--- src/inc/tpsc_pkg.sv ---
// Purpose: constants and carrier types for the tape panel sequence control
// Assumes: 50 MHz clk_i, synchronous active-low reset
// Notes: sensor levels come from the transport and are synchronised
package tpsc_pkg;
  localparam int unsigned CLK_HZ = 50_000_000;
  localparam int unsigned DEBOUNCE_MS = 10;
  localparam int unsigned DEBOUNCE_CYC = CLK_HZ / 1000 * DEBOUNCE_MS;
  localparam int unsigned SETTLE_US = 100;
  localparam int unsigned SETTLE_CYC = CLK_HZ / 1_000_000 * SETTLE_US;

  typedef struct packed {
    logic online;
    logic load;
    logic rewind;
  } tpsc_btn_t;

  typedef struct packed {
    logic write_stat;
    logic read_stat;
    logic remote_sel;
    logic ring;
    logic tensioned;
    logic at_bot;
    logic past_bot;
    logic remote_rew;
    logic seq_done;
  } tpsc_sense_t;

  typedef struct packed {
    logic write;
    logic read;
    logic sel;
    logic wr_en;
    logic online;
    logic load;
    logic rewind;
  } tpsc_lamp_t;

  typedef enum logic [2:0] {
    TPSC_IDLE, TPSC_TENSION, TPSC_LOAD, TPSC_REWIND, TPSC_UNLOAD
  } tpsc_seq_t;
endpackage

--- src/hw/tpsc_panel.sv ---
// Purpose: front-panel control of the tape transport
// Assumes: sensor levels asynchronous to clk_i, buttons active high
// Notes: servo and motion sequencer report completion on seq_done
`timescale 1ns/100ps
`default_nettype none
module tpsc_panel #(
  parameter int unsigned DEBOUNCE_CYC = tpsc_pkg::DEBOUNCE_CYC,
  parameter int unsigned SETTLE_CYC = tpsc_pkg::SETTLE_CYC
) (
  input wire logic clk_i,
  input wire logic nrst_i,
  input wire tpsc_pkg::tpsc_btn_t btn_i,
  input wire tpsc_pkg::tpsc_sense_t sense_i,
  output tpsc_pkg::tpsc_lamp_t lamp_o,
  output logic online_o,
  output logic ready_o,
  output logic selected_o,
  output logic servo_en_o,
  output logic load_seq_o,
  output logic rewind_seq_o,
  output logic unload_seq_o
);
  localparam int unsigned SW = $clog2(SETTLE_CYC + 1);
  localparam logic [SW-1:0] SLAST = SW'(SETTLE_CYC - 1);

  // a net, so that each debouncer drives its own bit of the struct
  wire tpsc_pkg::tpsc_btn_t press;
  tpsc_pkg::tpsc_sense_t s_meta;
  tpsc_pkg::tpsc_sense_t s;
  tpsc_pkg::tpsc_seq_t state;
  tpsc_pkg::tpsc_seq_t next_state;
  logic online;
  logic servo_en;
  logic [SW-1:0] settle_cnt;

  // one synchroniser and debouncer per pushbutton
  genvar gi;
  generate
    for (gi = 0; gi < $bits(tpsc_pkg::tpsc_btn_t); gi++) begin : g_btn
      tpsc_debounce #(.STABLE_CYC(DEBOUNCE_CYC)) u_db (
        .clk_i(clk_i),
        .nrst_i(nrst_i),
        .raw_i(btn_i[gi]),
        .press_o(press[gi])
      );
    end
  endgenerate

  wire idle = state == tpsc_pkg::TPSC_IDLE;
  wire local_ok = !online && idle;
  wire load_go = press.load && local_ok;
  wire rew_ok = press.rewind && local_ok && s.tensioned;
  wire rew_go = rew_ok && !s.at_bot;
  wire unload_go = rew_ok && s.at_bot;
  wire settled = settle_cnt == SLAST;
  wire at_or_past = s.at_bot || s.past_bot;

  // sequence control; a remote rewind also runs the rewind state
  always_comb begin
    next_state = state;
    unique case (state)
      tpsc_pkg::TPSC_IDLE: begin
        if (load_go) begin
          next_state = tpsc_pkg::TPSC_TENSION;
        end else if (rew_go) begin
          next_state = tpsc_pkg::TPSC_REWIND;
        end else if (unload_go) begin
          next_state = tpsc_pkg::TPSC_UNLOAD;
        end else if (s.remote_rew && online && s.remote_sel) begin
          next_state = tpsc_pkg::TPSC_REWIND;
        end
      end
      tpsc_pkg::TPSC_TENSION: begin
        if (s.tensioned && settled) begin
          next_state = tpsc_pkg::TPSC_LOAD;
        end
      end
      tpsc_pkg::TPSC_LOAD, tpsc_pkg::TPSC_REWIND,
      tpsc_pkg::TPSC_UNLOAD: begin
        if (s.seq_done) begin
          next_state = tpsc_pkg::TPSC_IDLE;
        end
      end
    endcase
  end

  always_ff @(posedge clk_i) begin
    if (!nrst_i) begin
      s_meta <= '0;
      s <= '0;
    end else begin
      s_meta <= sense_i;
      s <= s_meta;
    end
  end

  always_ff @(posedge clk_i) begin
    if (!nrst_i) begin
      state <= tpsc_pkg::TPSC_IDLE;
      online <= 1'b0;
      servo_en <= 1'b0;
      settle_cnt <= '0;
    end else begin
      state <= next_state;
      if (press.online) begin
        online <= !online;
      end
      if (load_go) begin
        servo_en <= 1'b1;
      end else if (state == tpsc_pkg::TPSC_UNLOAD && s.seq_done) begin
        servo_en <= 1'b0;
      end
      settle_cnt <= (state == tpsc_pkg::TPSC_TENSION && s.tensioned &&
        !settled) ? settle_cnt + 1'b1 : '0;
    end
  end

  always_ff @(posedge clk_i) begin
    if (!nrst_i) begin
      lamp_o <= '0;
      online_o <= 1'b0;
      ready_o <= 1'b0;
      selected_o <= 1'b0;
      servo_en_o <= 1'b0;
      load_seq_o <= 1'b0;
      rewind_seq_o <= 1'b0;
      unload_seq_o <= 1'b0;
    end else begin
      lamp_o.write <= s.write_stat;
      lamp_o.read <= s.read_stat;
      lamp_o.sel <= online && s.remote_sel;
      lamp_o.wr_en <= s.ring;
      lamp_o.online <= online;
      lamp_o.load <= servo_en && s.tensioned;
      lamp_o.rewind <= next_state == tpsc_pkg::TPSC_REWIND;
      online_o <= online;
      selected_o <= online && s.remote_sel;
      ready_o <= online && servo_en && s.tensioned && at_or_past &&
        next_state == tpsc_pkg::TPSC_IDLE;
      servo_en_o <= servo_en || load_go;
      load_seq_o <= next_state == tpsc_pkg::TPSC_LOAD;
      rewind_seq_o <= next_state == tpsc_pkg::TPSC_REWIND;
      unload_seq_o <= next_state == tpsc_pkg::TPSC_UNLOAD;
    end
  end
endmodule // tpsc_panel
`default_nettype wire

--- src/hw/tpsc_debounce.sv ---
// Purpose: two-flop synchroniser, debounce and leading-edge pulse
// Assumes: raw pushbutton level, active high when pressed
// Notes: pulse lasts one clk_i cycle per accepted press
`timescale 1ns/100ps
`default_nettype none
module tpsc_debounce #(
  parameter int unsigned STABLE_CYC = tpsc_pkg::DEBOUNCE_CYC
) (
  input wire logic clk_i,
  input wire logic nrst_i,
  input wire logic raw_i,
  output logic press_o
);
  localparam int unsigned CW = $clog2(STABLE_CYC + 1);
  localparam logic [CW-1:0] LAST = CW'(STABLE_CYC - 1);
  logic meta;
  logic sync;
  logic stable;
  logic [CW-1:0] cnt;
  wire differ = sync != stable;
  wire settle = differ && (cnt == LAST);
  always_ff @(posedge clk_i) begin
    if (!nrst_i) begin
      meta <= 1'b0;
      sync <= 1'b0;
      stable <= 1'b0;
      cnt <= '0;
      press_o <= 1'b0;
    end else begin
      meta <= raw_i;
      sync <= meta;
      cnt <= (differ && !settle) ? cnt + 1'b1 : '0;
      if (settle) begin
        stable <= sync;
      end
      press_o <= settle && sync;
    end
  end
endmodule // tpsc_debounce
`default_nettype wire

--- config.mk ---
export PLATFORM = sky130hd
export DESIGN_NAME = tpsc_panel
export DESIGN_NICKNAME = d
export VERILOG_FILES = /design/src/inc/tpsc_pkg.sv /design/src/hw/tpsc_panel.sv /design/src/hw/tpsc_debounce.sv
export SDC_FILE = /design/constraint.sdc
export NUM_CORES = 1
export LEC_CHECK = 0
export BUFFER_PORTS_ARGS = -buffer_cell sky130_fd_sc_hd__buf_2
export CAP_MARGIN = 20
export CELL_PAD_IN_SITES_DETAIL_PLACEMENT = 1
export CELL_PAD_IN_SITES_GLOBAL_PLACEMENT = 1
export CORE_UTILIZATION = 49
export DETAILED_ROUTE_END_ITERATION = 10
export GPL_TIMING_DRIVEN = 0
export PLACE_DENSITY = 0.78
export SETUP_SLACK_MARGIN = 0.3
export SYNTH_ARGS = -nofsm -noshare
export SYNTH_HDL_FRONTEND = slang
export SYNTH_SLANG_ARGS = --single-unit
--- constraint.sdc ---
create_clock -name clk_i -period 5.14 [get_ports clk_i]
set_input_delay 0.257 -clock clk_i [delete_from_list [all_inputs] [get_ports clk_i]]
set_output_delay 0.257 -clock clk_i [all_outputs]
set_load 0.01 [all_outputs]
* Yosys cells after proc, flatten, opt, wreduce, memory -nomap -nowiden *
Cells that the tools add are included.

operators by class
  add/sub/neg operators = 4
  equality and inequality tests = 14
  mux-type cells = 9
  reductions and logical operators = 43

operators with widths
  operator                                                         count
  19-bit by 1-bit adder with 19-bit output, second input constant  3
  19-bit == test, second input constant                            3
  1-bit logical AND                                                27
  3-bit two-way mux                                                6
  13-bit by 1-bit adder with 13-bit output, second input constant  1
  13-bit == test, second input constant                            1
  3-bit by 2-bit == test with 1-bit output, second input constant  4
  3-bit case mux with 3 select lines                               1
  2-bit AND reduction                                              4
  3-bit == test, second input constant                             2
  1-bit logical NOT                                                6
  3-bit logical NOT                                                2
  3-bit by 1-bit == test with 1-bit output, second input constant  1
  1-bit != test                                                    3
  3-bit OR reduction                                               1
  1-bit logical OR                                                 2
  1-bit two-way mux                                                2
  2-bit nonzero test                                               1

storage, ports and cells
  register bits = 116
  input bits = 14
  word-level logic and storage cells = 118

* Logic depth before layout (Yosys ltp) *
  depth in word-level cells = 11
  mapped depth = 6

* Hierarchy *
Synthesis repeated with hierarchy kept, for this count alone.

unflattened totals
  cell total of the unflattened synthesis = 513
  area, all modules = 4872.2 um^2

modules (own cells, without submodules)
  module         times used  cells each  area an instance (um^2)  sequential area each (um^2)
  tpsc_debounce  3           114         1047.3                   460.4
  tpsc_panel     1           171         1730.4                   940.9

* Worst setup path before layout *
No wires, ideal clock.

  kind = flip-flop to flip-flop
  from = register g_btn[2].u_db.cnt[14]
  to = register g_btn[2].u_db.cnt[10]
  arrival time = 1808 ps
  path slack = 3218 ps
  stages on the path, launching flop included = 6
  period minus slack after synthesis = 1922 ps
  cell sequence = dfxtp_1 > or4_1 > or4_1 > o211ai_2 > buf_6 > nor2_1

on the way
  longest elaborated chain between the ends = 5

ends and longest elaborated chain
  element                               line                 text
  from (decl)                           tpsc_debounce.sv:19  logic [CW-1:0] cnt;
  from (signal assigned)                tpsc_debounce.sv:32  cnt <= (differ && !settle) ? cnt + 1'b1 : '0;
  19-bit == test                        tpsc_debounce.sv:21  wire settle = differ && (cnt == LAST);
  1-bit logical AND                     tpsc_debounce.sv:21
  1-bit logical NOT                     tpsc_debounce.sv:32
  1-bit logical AND                     tpsc_debounce.sv:32
  2-bit AND reduction (no source line)  n/a

No other way between the ends.
A chain may end at the register's enable or synchronous reset.

* Worst setup path after layout *
  from = register g_btn[2].u_db.cnt[0]
  to = register g_btn[2].u_db.cnt[8]

on the way
  longest elaborated chain between the ends = 5
  elaborated cells on any way between the ends = 6

ends and longest elaborated chain
  element
  branches (longest 5 deep; another with 19-bit by 1-bit adder with 19-bit output)

Several ways; the timed one is not identified.

==> metrics.txt <==
maximum clock rate=0.429 GHz; Setup Fix Bufs, Post-CTS=0; crit path time final=2.33 ns; Reg2Reg Setup Slack=2.81 ns; worst r2r dst=g_btn[2].u_db.cnt[8]; DRT antenna net count=0; Required @ worst endpoint=5.56 ns; Main synth FF type=dfxtp_1; period utilization=between 40% and 50%; CTS tree=yes; Post-Syn Nets=540; via count=3,941; VDD IR-drop max=around 0.00024 V; Total Wirelength=11,800 µm; Avg Cell Area, Syn=9.13 µm²; hold path depth=3; Mapped Cells=522; register area=between 2000 and 2500 µm²; endpoints failing setup=0; min-delay src=nrst_i; DR DRC count=0; Via density=approximately 5.5; Synth Cell Area=4770 µm²; CTS Buf Count=17; initial DRC count=56; nets@finish=598; die area=a little over 10,000 µm²; Die Y-Extent=roughly 100 µm; critical path peak fanout=10; critical path startpoint category=register; pin slew with the least headroom to its limit=0.701 ns; share of layout cells above drive strength 1=between 10% and 20%; grt total ovfl=0; multi-input logic area=2290 µm²; pwr/cell area=376 nW/µm²; RSZ-0062 raised after global routing=no; CP Class=reg -> reg; # port buffers=27; r2r startpoint=g_btn[2].u_db.cnt[0]; EDFF count, synth=0; total track usage=~25%; clock root cell=clkbuf_8; DRT Pass-1 Iters=4; yosys warns=0; Fin Setup TNS=0 ns; Hold EP=g_btn[1].u_db.cnt[2]; share of the synthesized area in the top cell type=48.7%; fillers=1,075; Post-Route Utilization=62.2%; Layout area overhead=21.7%; core area=9330 µm²; area leader, netlist=dfxtp_1; initial antenna violation count=0; HPWL after DPL=7410 µm; GPL Wtd Cong=0.813; non-filler instance count after layout=between 700 and 800; Area contributors post-synth=dfxtp_1 49%, xnor2_1 5.7%, nor2_1 5.2%, and2_1 3.9%, xor2_1 3.7%; Worst Skew=0.00969 ns; first-pass GRT wire length=19,500 µm; Initial Utilization=51.1%; # IOs=28; most common cell in the netlist=dfxtp_1; status=finished, final reports clean; Worst-Skew Late Latency=~0.52 ns; post-synthesis cell type count=50; Placed Cells=roughly 680; pin count of the biggest net entering global routing=17; Max-Cap Viols=0; row count=35; die width=just over 100 µm; Seq/Total Area, Yosys=48.7%; Max clock buf depth=2; Hold Violations, Final=0; Power, Total=2.18 mW; crit path DAT=between 2 and 3 ns; vias in the first global route=between 4,000 and 5,000; total number of H-tree levels=4; clock slew at reported path FFs=0.06 ns; CTS Sinks=116; Ant. Diodes=0; Avg WL per Cell=16.3 µm; CP Capture Type=register; Leak=1.98 nW; HP Class=in -> reg; synth cell count leaders=116 x dfxtp_1, 66 x nor2_1, 31 x xnor2_1; Yosys reg bits=116; Slew Limit Fails=0; reg2reg path depth=6; WHS=0.0567 ns; ys async rst share=0%; max_slew headroom=~53%
-- stage by stage --
step | cell area [µm²] | setup WS (ns)
global route | 5800 | 2.62
detailed placement | 5060 | 2.83
CTS | 5800 | 2.76
global placement | 5060 | 2.90
finish | 5800 | 2.81
floorplan | 4770 | 3.22
-- cell usage in the layout (no fill, tap or decap), types with 6 or more instances in the layout --
cell type | synthesis | layout
or4_1 | 13 | 13
xor2_1 | 20 | 20
xnor2_1 | 31 | 31
nand3_1 | 30 | 30
nand4_1 | 19 | 19
dfxtp_1 | 116 | 116
or2_2 | 6 | 6
a21oi_1 | 22 | 22
and3_1 | 8 | 8
dlygate4sd3_1 | 0 | 12
inv_1 | 16 | 16
nor3_1 | 11 | 11
o21ai_0 | 10 | 10
buf_2 | 1 | 28
or3_1 | 12 | 12
and2_1 | 30 | 30
clkbuf_16 | 0 | 16
clkbuf_1 | 13 | 16
nor2_1 | 66 | 66
nor4_1 | 15 | 15
nand2_1 | 28 | 28
o31ai_1 | 8 | 8
-- cell type report --
cell class / instances / area share, %
flip-flops and latches: 116 / 40.0
well taps: 129 / 2.78
clock buffers: 23 / 8.04
inverters: 16 / 1.04
repair buffers: 39 / 4.40
clock inverters: 9 / 2.59
multi-input cells: 371 / 39.5
plain buffers: 19 / 1.64
-- worst max path at each step --
stage	cells past startpoint	to	startpoint	slack (ns)
final	6	g_btn[2].u_db.cnt[8]	g_btn[2].u_db.cnt[0]	2.81
after global routing	6	g_btn[2].u_db.cnt[5]	g_btn[2].u_db.cnt[0]	2.62
after CTS	6	g_btn[2].u_db.cnt[12]	g_btn[2].u_db.cnt[0]	2.76
after detailed placement	6	g_btn[2].u_db.cnt[12]	g_btn[2].u_db.cnt[0]	2.83
after global placement	6	g_btn[2].u_db.cnt[10]	g_btn[2].u_db.cnt[0]	2.90
after floorplan	5	g_btn[2].u_db.cnt[10]	g_btn[2].u_db.cnt[14]	3.22
-- sequential cells by signal (all words and copies together) (netlist names), 3 cells and up --
register            cells
g_btn.u_db.cnt         57
g_btn.u_db.meta         3
g_btn.u_db.press_o      3
g_btn.u_db.stable       3
g_btn.u_db.sync         3
lamp_o                  4
s                       9
s_meta                  9
settle_cnt             13
state                   3
-- repair_timing --
action,in CTS,in global routing
gates resized for setup,0,0
hold buffers,12,0
endpoints found under the hold margin,12,0
-- where the power goes --
| part | total (mW) | switching (mW) | internal [mW] |
|---|---|---|---|
| registers | 0.915 | 0.00529 | 0.910 |
| logic | 0.0353 | 0.0176 | 0.0177 |
| clock network | 1.23 | 0.408 | 0.823 |
-- critical path, cell delays in order, from the launching register on --
cell      delay [ns]
dfxtp_1         0.39
ha_1            0.23
nand4_1         0.37
or2_2           0.47
o211ai_2        0.50
buf_6           0.22
nor2_1          0.05
-- layer usage --
| metal | vias up | GRT usage [%] | routed length, µm |
|---|---|---|---|
| met1 | 1916 | 28.0 | 5180 |
| met3 | 21 | 7.07 | 331 |
| met5 | - | 0 | 0 |
| li1 | 1950 | - | - |
| met4 | 0 | 12.8 | 238 |
| met2 | 54 | 44.3 | 6020 |
-- kinds of logic (layout without fill, tap and decap cells) --
family / after synthesis / count (layout) / share of synthesized area, %
xor gates and xnor gates: 51 / 51 / 9.37
AOI/OAI and AO/OA: 53 / 53 / 7.16
DFF: 116 / 116 / 48.7
adders and majority gates: 4 / 4 / 1.05
muxes: 1 / 1 / 0.210
buffers and inverters: 35 / 106 / 3.25
and+or+nand+nor: 262 / 262 / 30.3
Power figures use the tool's default switching activity.
